==> config.mk <==
export PLATFORM = sky130hd
export DESIGN_NAME = pcsan_page_regs
export DESIGN_NICKNAME = d
export VERILOG_FILES = /design/src/include/pcsan_pkg.sv /design/src/logic/pcsan_page_regs.sv /design/src/logic/pcsan_apb_slave.sv
export VERILOG_INCLUDE_DIRS = /design/src /design/src/include
export SDC_FILE = /design/constraint.sdc
export NUM_CORES = 1
export LEC_CHECK = 0
export BUFFER_PORTS_ARGS = -buffer_cell sky130_fd_sc_hd__buf_2
export CORE_MARGIN = 3
export CORE_UTILIZATION = 50
export CTS_BUF_LIST = sky130_fd_sc_hd__clkbuf_4 sky130_fd_sc_hd__clkbuf_8
export CTS_CLUSTER_DIAMETER = 30
export DETAILED_ROUTE_END_ITERATION = 8
export GPL_TIMING_DRIVEN = 0
export HOLD_SLACK_MARGIN = 0.08
export PLACE_DENSITY = 0.91
export SETUP_SLACK_MARGIN = 0.02
export SLEW_MARGIN = 20
export SYNTH_ARGS = -nofsm -noshare
export SYNTH_HDL_FRONTEND = slang
export SYNTH_SLANG_ARGS = --single-unit
==> constraint.sdc <==
create_clock -name clk -period 5.03 [get_ports clk]
set_clock_uncertainty 0.05 [all_clocks]
set_input_delay 1.006 -clock clk [delete_from_list [all_inputs] [get_ports clk]]
set_output_delay 1.006 -clock clk [all_outputs]
set_load 0.01 [all_outputs]
==> src/include/pcsan_regs.svh <==
`ifndef PCSAN_REGS_SVH
`define PCSAN_REGS_SVH

// ****************************************************************
// register indices (byte address is four times the index)
// ****************************************************************
`define PCSAN_IDX_BASE_RX 8'h05
`define PCSAN_IDX_EXPANSION 8'h06
`define PCSAN_IDX_TX_NEXT 8'h07
`define PCSAN_IDX_NEXT_RX 8'h08
`define PCSAN_IDX_IRQ_STATUS 8'h10
`define PCSAN_IDX_IRQ_MASK 8'h11

// ****************************************************************
// page field positions
// ****************************************************************
`define PCSAN_BIT_NEXT_PAGE 15
`define PCSAN_BIT_ACK 14
`define PCSAN_BIT_FAULT_HI 13
`define PCSAN_BIT_FAULT_LO 12
`define PCSAN_BIT_PAUSE_HI 8
`define PCSAN_BIT_PAUSE_LO 7
`define PCSAN_BIT_HALF_DUPLEX 6
`define PCSAN_BIT_FULL_DUPLEX 5
`define PCSAN_BIT_MESSAGE 13
`define PCSAN_BIT_ACK2 12
`define PCSAN_BIT_TOGGLE 11
`define PCSAN_CODE_HI 10
`define PCSAN_CODE_LO 0

// ****************************************************************
// masks and reset values
// ****************************************************************
`define PCSAN_BASE_RX_MASK 16'hf1e0
`define PCSAN_NEXT_RX_MASK 16'hffff
`define PCSAN_TX_WR_MASK 16'hb7ff
`define PCSAN_TX_RESET 16'h2001
`define PCSAN_RX_RESET 16'h0000

// ****************************************************************
// expansion and interrupt bits
// ****************************************************************
`define PCSAN_EXP_PAGE_RX 1
`define PCSAN_EXP_NP_ABLE 2
`define PCSAN_IRQ_W 3
`define PCSAN_IRQ_BASE_RX 0
`define PCSAN_IRQ_NEXT_RX 1
`define PCSAN_IRQ_TX_TAKEN 2
`define PCSAN_IRQ_RESET 3'h0

`endif

==> src/include/pcsan_pkg.sv <==
`default_nettype none

package pcsan_pkg;

  // a page code word arriving from the partner
  typedef struct packed {
    logic valid;
    logic is_base;
    logic [15:0] word;
  } pcsan_page_evt_t;

  // a completed register access from the bus slave
  typedef struct packed {
    logic wr;
    logic rd;
    logic [7:0] index;
    logic [31:0] wdata;
  } pcsan_reg_acc_t;

  typedef enum logic [0:0] {
    apb_idle,
    apb_answer
  } pcsan_apb_state_t;

endpackage

`default_nettype wire

==> src/logic/pcsan_page_regs.sv <==
// Behaviour
// - bit 15 of every page register shows whether more pages follow
// - bit 14 of received pages shows the partner acknowledged our code word
// - received base page bits 13:12 carry the partner fault code
// - received base page bits 8:7 carry the partner pause ability
// - received base page bit 6 shows partner half-duplex support
// - received base page bit 5 shows partner full-duplex support
// - reserved bits are read-only, read zero; software writes zero there
// - received next page bit 13 shows message versus unformatted page
// - next page bit 12 shows whether the sender can comply
// - next page bit 11 is read-only and inverts the previous toggle
// - next page bits 10:0 hold the code; writable in the transmit page
// - a captured partner page sets the page-received expansion bit
`timescale 1ns/1ps
`default_nettype none
`include "pcsan_regs.svh"

module pcsan_page_regs #(
  parameter int ADDR_W = 12,
  parameter bit NEXT_PAGE_ABLE = 1'b1
) (
  input wire logic clk,
  input wire logic reset,
  input wire logic psel,
  input wire logic penable,
  input wire logic pwrite,
  input wire logic [ADDR_W-1:0] paddr,
  input wire logic [31:0] pwdata,
  output logic pready,
  output logic [31:0] prdata,
  output logic pslverr,
  input wire pcsan_pkg::pcsan_page_evt_t rx_page,
  input wire logic tx_page_take,
  output logic [15:0] tx_page,
  output logic tx_page_pending,
  output logic irq
);

  // ****************************************************************
  // elaboration check
  // ****************************************************************
  if (ADDR_W < 10) begin : g_addr_check
    $error("pcsan_page_regs: ADDR_W must be at least 10");
  end

  // ****************************************************************
  // declarations
  // ****************************************************************
  pcsan_pkg::pcsan_reg_acc_t acc;
  logic [7:0] acc_index;
  logic [31:0] rdata;
  logic hit;

  logic [15:0] base_rx;
  logic [15:0] next_rx;
  logic [15:0] tx_next;
  logic exp_page_rx;
  logic [`PCSAN_IRQ_W-1:0] irq_status;
  logic [`PCSAN_IRQ_W-1:0] irq_mask;
  logic [`PCSAN_IRQ_W-1:0] irq_event;
  logic [`PCSAN_IRQ_W-1:0] next_irq_status;

  logic rd_status;
  logic rd_expansion;
  logic wr_tx;
  logic wr_mask;
  logic base_capture;
  logic next_capture;
  logic tx_taken;

  // ****************************************************************
  // bus slave
  // ****************************************************************
  pcsan_apb_slave #(
    .ADDR_W(ADDR_W)
  ) u_apb (
    .clk(clk),
    .reset(reset),
    .psel(psel),
    .penable(penable),
    .pwrite(pwrite),
    .paddr(paddr),
    .pwdata(pwdata),
    .pready(pready),
    .prdata(prdata),
    .pslverr(pslverr),
    .acc(acc),
    .acc_index(acc_index),
    .rdata(rdata),
    .hit(hit)
  );

  // ****************************************************************
  // access strobes
  // ****************************************************************
  assign rd_status = acc.rd && (acc.index == `PCSAN_IDX_IRQ_STATUS);
  assign rd_expansion = acc.rd && (acc.index == `PCSAN_IDX_EXPANSION);
  assign wr_tx = acc.wr && (acc.index == `PCSAN_IDX_TX_NEXT);
  assign wr_mask = acc.wr && (acc.index == `PCSAN_IDX_IRQ_MASK);

  assign base_capture = rx_page.valid && rx_page.is_base;
  assign next_capture = rx_page.valid && !rx_page.is_base;
  assign tx_taken = tx_page_take;

  // ****************************************************************
  // address decode and read mux
  // ****************************************************************
  always_comb begin
    hit = 1'b1;
    rdata = 32'h0;
    unique case (acc_index)
      `PCSAN_IDX_BASE_RX: begin
        rdata = {16'h0, base_rx};
      end
      `PCSAN_IDX_EXPANSION: begin
        rdata[`PCSAN_EXP_PAGE_RX] = exp_page_rx;
        rdata[`PCSAN_EXP_NP_ABLE] = NEXT_PAGE_ABLE;
      end
      `PCSAN_IDX_TX_NEXT: begin
        rdata = {16'h0, tx_next};
      end
      `PCSAN_IDX_NEXT_RX: begin
        rdata = {16'h0, next_rx};
      end
      `PCSAN_IDX_IRQ_STATUS: begin
        rdata[`PCSAN_IRQ_W-1:0] = irq_status;
      end
      `PCSAN_IDX_IRQ_MASK: begin
        rdata[`PCSAN_IRQ_W-1:0] = irq_mask;
      end
      default: begin
        hit = 1'b0;
      end
    endcase
  end

  // ****************************************************************
  // received base page
  // ****************************************************************
  // reserved bits 11:9 and 4:0 are masked to zero on capture
  always_ff @(posedge clk or posedge reset) begin
    if (reset) begin
      base_rx <= `PCSAN_RX_RESET;
    end else if (base_capture) begin
      base_rx <= rx_page.word & `PCSAN_BASE_RX_MASK;
    end
  end

  // ****************************************************************
  // received next page
  // ****************************************************************
  // toggle arrives as sent, which is the inverse of the previous one
  always_ff @(posedge clk or posedge reset) begin
    if (reset) begin
      next_rx <= `PCSAN_RX_RESET;
    end else if (next_capture) begin
      next_rx <= rx_page.word & `PCSAN_NEXT_RX_MASK;
    end
  end

  // ****************************************************************
  // expansion page-received indication
  // ****************************************************************
  // clear on read only once reported, a new capture wins over the clear
  always_ff @(posedge clk or posedge reset) begin
    if (reset) begin
      exp_page_rx <= 1'b0;
    end else if (rx_page.valid) begin
      exp_page_rx <= 1'b1;
    end else if (rd_expansion && prdata[`PCSAN_EXP_PAGE_RX]) begin
      exp_page_rx <= 1'b0;
    end
  end

  // ****************************************************************
  // transmit next page, writable fields and toggle
  // ****************************************************************
  // bits 15, 13, 12 and 10:0 from software; 14 stays zero
  // toggle flips each time a page is taken; software writes never reach it
  always_ff @(posedge clk or posedge reset) begin
    if (reset) begin
      tx_next <= `PCSAN_TX_RESET;
    end else begin
      if (wr_tx) begin
        tx_next[`PCSAN_BIT_NEXT_PAGE] <= acc.wdata[`PCSAN_BIT_NEXT_PAGE];
        tx_next[`PCSAN_BIT_ACK] <= 1'b0;
        tx_next[`PCSAN_BIT_MESSAGE] <= acc.wdata[`PCSAN_BIT_MESSAGE];
        tx_next[`PCSAN_BIT_ACK2] <= acc.wdata[`PCSAN_BIT_ACK2];
        tx_next[`PCSAN_CODE_HI:`PCSAN_CODE_LO] <= acc.wdata[`PCSAN_CODE_HI:`PCSAN_CODE_LO];
      end
      if (tx_taken) begin
        tx_next[`PCSAN_BIT_TOGGLE] <= !tx_next[`PCSAN_BIT_TOGGLE];
      end
    end
  end

  // ****************************************************************
  // transmit page to the link
  // ****************************************************************
  // the word handed out carries the toggle current at the take
  always_ff @(posedge clk or posedge reset) begin
    if (reset) begin
      tx_page <= `PCSAN_TX_RESET;
    end else if (tx_taken) begin
      tx_page <= tx_next;
    end
  end

  // pending from software load until taken, a load wins over a take
  always_ff @(posedge clk or posedge reset) begin
    if (reset) begin
      tx_page_pending <= 1'b0;
    end else if (wr_tx) begin
      tx_page_pending <= 1'b1;
    end else if (tx_taken) begin
      tx_page_pending <= 1'b0;
    end
  end

  // ****************************************************************
  // interrupt status, mask and output
  // ****************************************************************
  always_comb begin
    irq_event = '0;
    irq_event[`PCSAN_IRQ_BASE_RX] = base_capture;
    irq_event[`PCSAN_IRQ_NEXT_RX] = next_capture;
    irq_event[`PCSAN_IRQ_TX_TAKEN] = tx_taken;
  end

  // read clears only the bits it reported, an event in the same cycle survives
  always_comb begin
    next_irq_status = (irq_status & ~(rd_status ? prdata[`PCSAN_IRQ_W-1:0] : '0)) | irq_event;
  end

  always_ff @(posedge clk or posedge reset) begin
    if (reset) begin
      irq_status <= `PCSAN_IRQ_RESET;
    end else begin
      irq_status <= next_irq_status;
    end
  end

  always_ff @(posedge clk or posedge reset) begin
    if (reset) begin
      irq_mask <= `PCSAN_IRQ_RESET;
    end else if (wr_mask) begin
      irq_mask <= acc.wdata[`PCSAN_IRQ_W-1:0];
    end
  end

  always_ff @(posedge clk or posedge reset) begin
    if (reset) begin
      irq <= 1'b0;
    end else begin
      irq <= |(next_irq_status & irq_mask);
    end
  end

endmodule

`default_nettype wire

==> src/logic/pcsan_apb_slave.sv <==
`timescale 1ns/1ps
`default_nettype none

module pcsan_apb_slave #(
  parameter int ADDR_W = 12
) (
  input wire logic clk,
  input wire logic reset,
  input wire logic psel,
  input wire logic penable,
  input wire logic pwrite,
  input wire logic [ADDR_W-1:0] paddr,
  input wire logic [31:0] pwdata,
  output logic pready,
  output logic [31:0] prdata,
  output logic pslverr,
  output pcsan_pkg::pcsan_reg_acc_t acc,
  output logic [7:0] acc_index,
  input wire logic [31:0] rdata,
  input wire logic hit
);

  // ****************************************************************
  // elaboration check
  // ****************************************************************
  if (ADDR_W < 10) begin : g_addr_check
    $error("pcsan_apb_slave: ADDR_W must be at least 10");
  end

  pcsan_pkg::pcsan_apb_state_t state;
  logic aligned;
  logic full_hit;

  // ****************************************************************
  // decode
  // ****************************************************************
  assign acc_index = paddr[9:2];
  assign aligned = (paddr[1:0] == 2'h0) && ((paddr >> 10) == '0);
  assign full_hit = aligned && hit;

  // one wait state, access completes while pready is high
  always_ff @(posedge clk or posedge reset) begin
    if (reset) begin
      state <= pcsan_pkg::apb_idle;
    end else begin
      unique case (state)
        pcsan_pkg::apb_idle: begin
          if (psel && penable) begin
            state <= pcsan_pkg::apb_answer;
          end
        end
        pcsan_pkg::apb_answer: begin
          state <= pcsan_pkg::apb_idle;
        end
      endcase
    end
  end

  always_ff @(posedge clk or posedge reset) begin
    if (reset) begin
      pready <= 1'b0;
      prdata <= 32'h0;
      pslverr <= 1'b0;
    end else if (state == pcsan_pkg::apb_idle && psel && penable) begin
      pready <= 1'b1;
      prdata <= (full_hit && !pwrite) ? rdata : 32'h0;
      pslverr <= !full_hit;
    end else begin
      pready <= 1'b0;
      prdata <= 32'h0;
      pslverr <= 1'b0;
    end
  end

  // access strobe at the completing edge only
  always_comb begin
    acc.wr = (state == pcsan_pkg::apb_answer) && psel && penable && pwrite && full_hit;
    acc.rd = (state == pcsan_pkg::apb_answer) && psel && penable && !pwrite && full_hit;
    acc.index = paddr[9:2];
    acc.wdata = pwdata;
  end

endmodule

`default_nettype wire

==> metrics.txt <==
CTS Buf Count=9; NetSw=0.000329 W; CTS tree=yes; fmax=410 MHz; unrepaired setup endpoints after global routing=false; Layout area overhead=22.4%; Core Region=0.00702 mm²; drt drc=0; clk sinks=82; GR Util All Layers=20.0%; Syn Area/Cell=12.5 µm²; wire length on met2=3920 µm; n_diodes=0; final hold vios=0; critical path class=in -> reg; global-route wire length before repair=13200 µm; crit path capture type=flip-flop; post-synthesis compound-gate area fraction=7.02%; dpl ws=2.23 ns; post-synthesis simple-gate area fraction=12.8%; Clock Latency Late Sink=0.35 ns; Root Driver=clkbuf_8; r2r setup slk=3.31 ns; worst slew pin tran=0.765 ns; setup bufs post-CTS=0; startpoint types=primary input; Yosys reg bits=82; Max-slew headroom=48.8%; VDD IR max=198 µV; grt ovf=0; post-CTS sizing=0; layout cells sized above 1=46.9%; largest family of logic cells by synthesized area=multiplexers; die span in y=92.3 µm; Final #Nets=477; clock share of power=36.9%; gpl congestion=0.868; Initial DRT Pass Iterations=4; IO Count=120; outcome=completed; Logic pwr share=10.1%; yosys warns=0; internal power=0.00103 W; routed wire length=8150 µm; H-tree depth=3; Cell Pwr Density=297 mW/mm²; post-synthesis mux area share=18.4%; largest net degree at the start of global routing=63; Post-Synthesis Cell Area=0.00373 mm²; Adder-Cell Fraction of Synth Area=0%; Met1 Wirelength=3520 µm; cell count after synthesis=299; Wirelength per Cell=16.0 µm; # setup viols final=0; arrival time at the worst endpoint=2.63 ns; Final Worst Setup Slack=2.59 ns; Sequential Power Share=53.0%; hold crit path type=reg -> reg; setup_tns=0 ns; Distinct cells, synth=43; routed wl met3=514 µm; sequential-to-total area share from yosys stat=55.2%; fillers=559; Tcrit/Tclk final=48.5%; Initial Util=53.1%; via/cell ratio=5.20; max-slew violations=0; P_leak=2.20 nW; DR vias=2654; ANT nets after route=0; top cell family by delay on the critical path=compound AO/OA/AOI/OAI gates; First DRT Iteration DRCs=170; DIE WIDTH=92.3 µm; worst path cell trace=buf_2, nor3_1, clkbuf_1, nand4_1, o22a_1, a221o_1; clock transition at the registers of the reported paths=0.08 ns; initial antenna violation count=0; Clock Path Buffers=2; Row Count=30; max-cap viol count=0; Tmin final=2.44 ns; xor-xnor portion of the synthesized cell area=0.235%; CP peak stage delay=0.35 ns; CP Max Fanout=10; CP max-delay cell=a221o_1; sw frac=24.3%; DR top layer=met4; Worst Path Required=5.22 ns; worst path bufs/invs=2; Detail Placement HPWL=6160 µm; area of the die=0.00852 mm²; CTS Hold Bufs=0; number of global-route vias before repair=2632; port bufs=82
==> worst paths after layout <==
path,start,end,cells after the start
max,paddr[7],irq,6
min,u_apb.state,u_apb.state,1
max reg2reg,u_apb.state,irq,4
min reg2reg,u_apb.state,u_apb.state,1
max in group asynchronous,reset,tx_next[0],3
min in group asynchronous,reset,tx_page[15],2
==> layout by cell type, fill, tap and decap left out, types with 4 or more instances in the layout <==
cell / netlist / routed
a21oi_1: 14 / 14
a22oi_1: 7 / 7
and3_1: 4 / 4
buf_2: 4 / 86
buf_4: 18 / 18
clkbuf_1: 5 / 5
clkbuf_8: 0 / 11
conb_1: 1 / 17
dfrtp_1: 78 / 78
dfstp_2: 4 / 4
inv_1: 11 / 10
mux2_2: 49 / 49
mux2_4: 9 / 9
nand2_1: 14 / 14
nand3b_1: 7 / 7
nor2_1: 11 / 11
nor3_1: 10 / 10
nor3b_1: 7 / 7
o21ai_0: 12 / 12
==> layout make-up <==
type / count / area (µm²) / share of cell area (%)
sequential: 82 / 2060 / 45.1
multi-input combinational: 193 / 1500 / 32.9
timing repair buffer: 83 / 438 / 9.60
buffer: 29 / 189 / 4.14
clock buffer: 11 / 151 / 3.32
tap: 96 / 120 / 2.63
clock inverter: 5 / 61.3 / 1.34
inverter: 11 / 43.8 / 0.960
==> cells in the mapped netlist (all sizes together) <==
| cell | count | share of area [%] |
|---|---|---|
| o221a | 1 | 0.30 |
| mux2 | 58 | 18 |
| a22oi | 7 | 1.4 |
| inv | 11 | 1.1 |
| a21o | 1 | 0.20 |
| and3 | 4 | 0.67 |
| buf | 24 | 4.6 |
| and2 | 3 | 0.50 |
| nand3b | 7 | 1.4 |
| nor3 | 12 | 1.9 |
| nand4 | 4 | 1.1 |
| o211ai | 1 | 0.20 |
| or3b | 2 | 0.54 |
| xor2 | 1 | 0.24 |
| nor3b | 7 | 1.4 |
| a2111oi | 1 | 0.24 |
| a211oi | 1 | 0.20 |
| a221o | 1 | 0.27 |
| or4b | 1 | 0.27 |
| nand2b | 1 | 0.17 |
| clkbuf | 5 | 0.50 |
| o22a | 3 | 0.71 |
| nor4b | 1 | 0.40 |
| nand2 | 14 | 1.4 |
| conb | 1 | 0.10 |
| nor2b | 2 | 0.34 |
| dfrtp | 78 | 52 |
| dfstp | 4 | 2.8 |
| nor4 | 2 | 0.91 |
| o21ai | 12 | 1.6 |
| a21oi | 14 | 1.9 |
| nor2 | 12 | 1.4 |
| nand3 | 2 | 0.27 |
| or3 | 1 | 0.17 |
==> power groups by stage <==
stage / clock network, W / logic, W / registers (W)
2_1_floorplan: 0 / 0.0000889 / 0.000727
3_3_place_gp: 0 / 0.000130 / 0.000728
3_5_place_dp: 0 / 0.000138 / 0.000731
4_1_cts: 0.000506 / 0.000138 / 0.000717
5_1_grt: 0.000531 / 0.000150 / 0.000722
6_report: 0.000500 / 0.000137 / 0.000717
==> per-stage QoR <==
stage	area (µm²)	instances	total power [W]	hold WS [ns]	utilization (%)
6_report	4560	510	0.00135	0.434	65.0
5_1_grt	4560	510	0.00140	0.457	65.0
4_1_cts	4560	510	0.00136	0.434	65.0
3_5_place_dp	4350	494	0.000869	0.419	61.9
3_3_place_gp	4320	493	0.000858	0.405	61.5
2_1_floorplan	3790	315	0.000816	0.389	-
==> sequential cells by signal (all words and copies together) (netlist names), 3 cells and up <==
| signal | flops |
|---|---|
| next_rx | 16 |
| u_apb.prdata | 16 |
| tx_next | 15 |
| tx_page | 15 |
| base_rx | 8 |
| irq_mask | 3 |
| irq_status | 3 |
==> logic make-up after synthesis <==
kind of cell,after synthesis
DFF,82
and+or+nand+nor,75
muxes,58
AOI/OAI and AO/OA,42
buffers and inverters,40
xor gates and xnor gates,1
other,1
==> per-layer routing <==
| metal | track usage, % | vias up |
|---|---|---|
| li1 | - | 1254 |
| met1 | 26.4 | 1281 |
| met2 | 31.7 | 102 |
| met3 | 5.04 | 17 |
| met4 | 7.92 | 0 |
| met5 | 0 | - |
No activity file was read; power rests on OpenSTA's default activity.
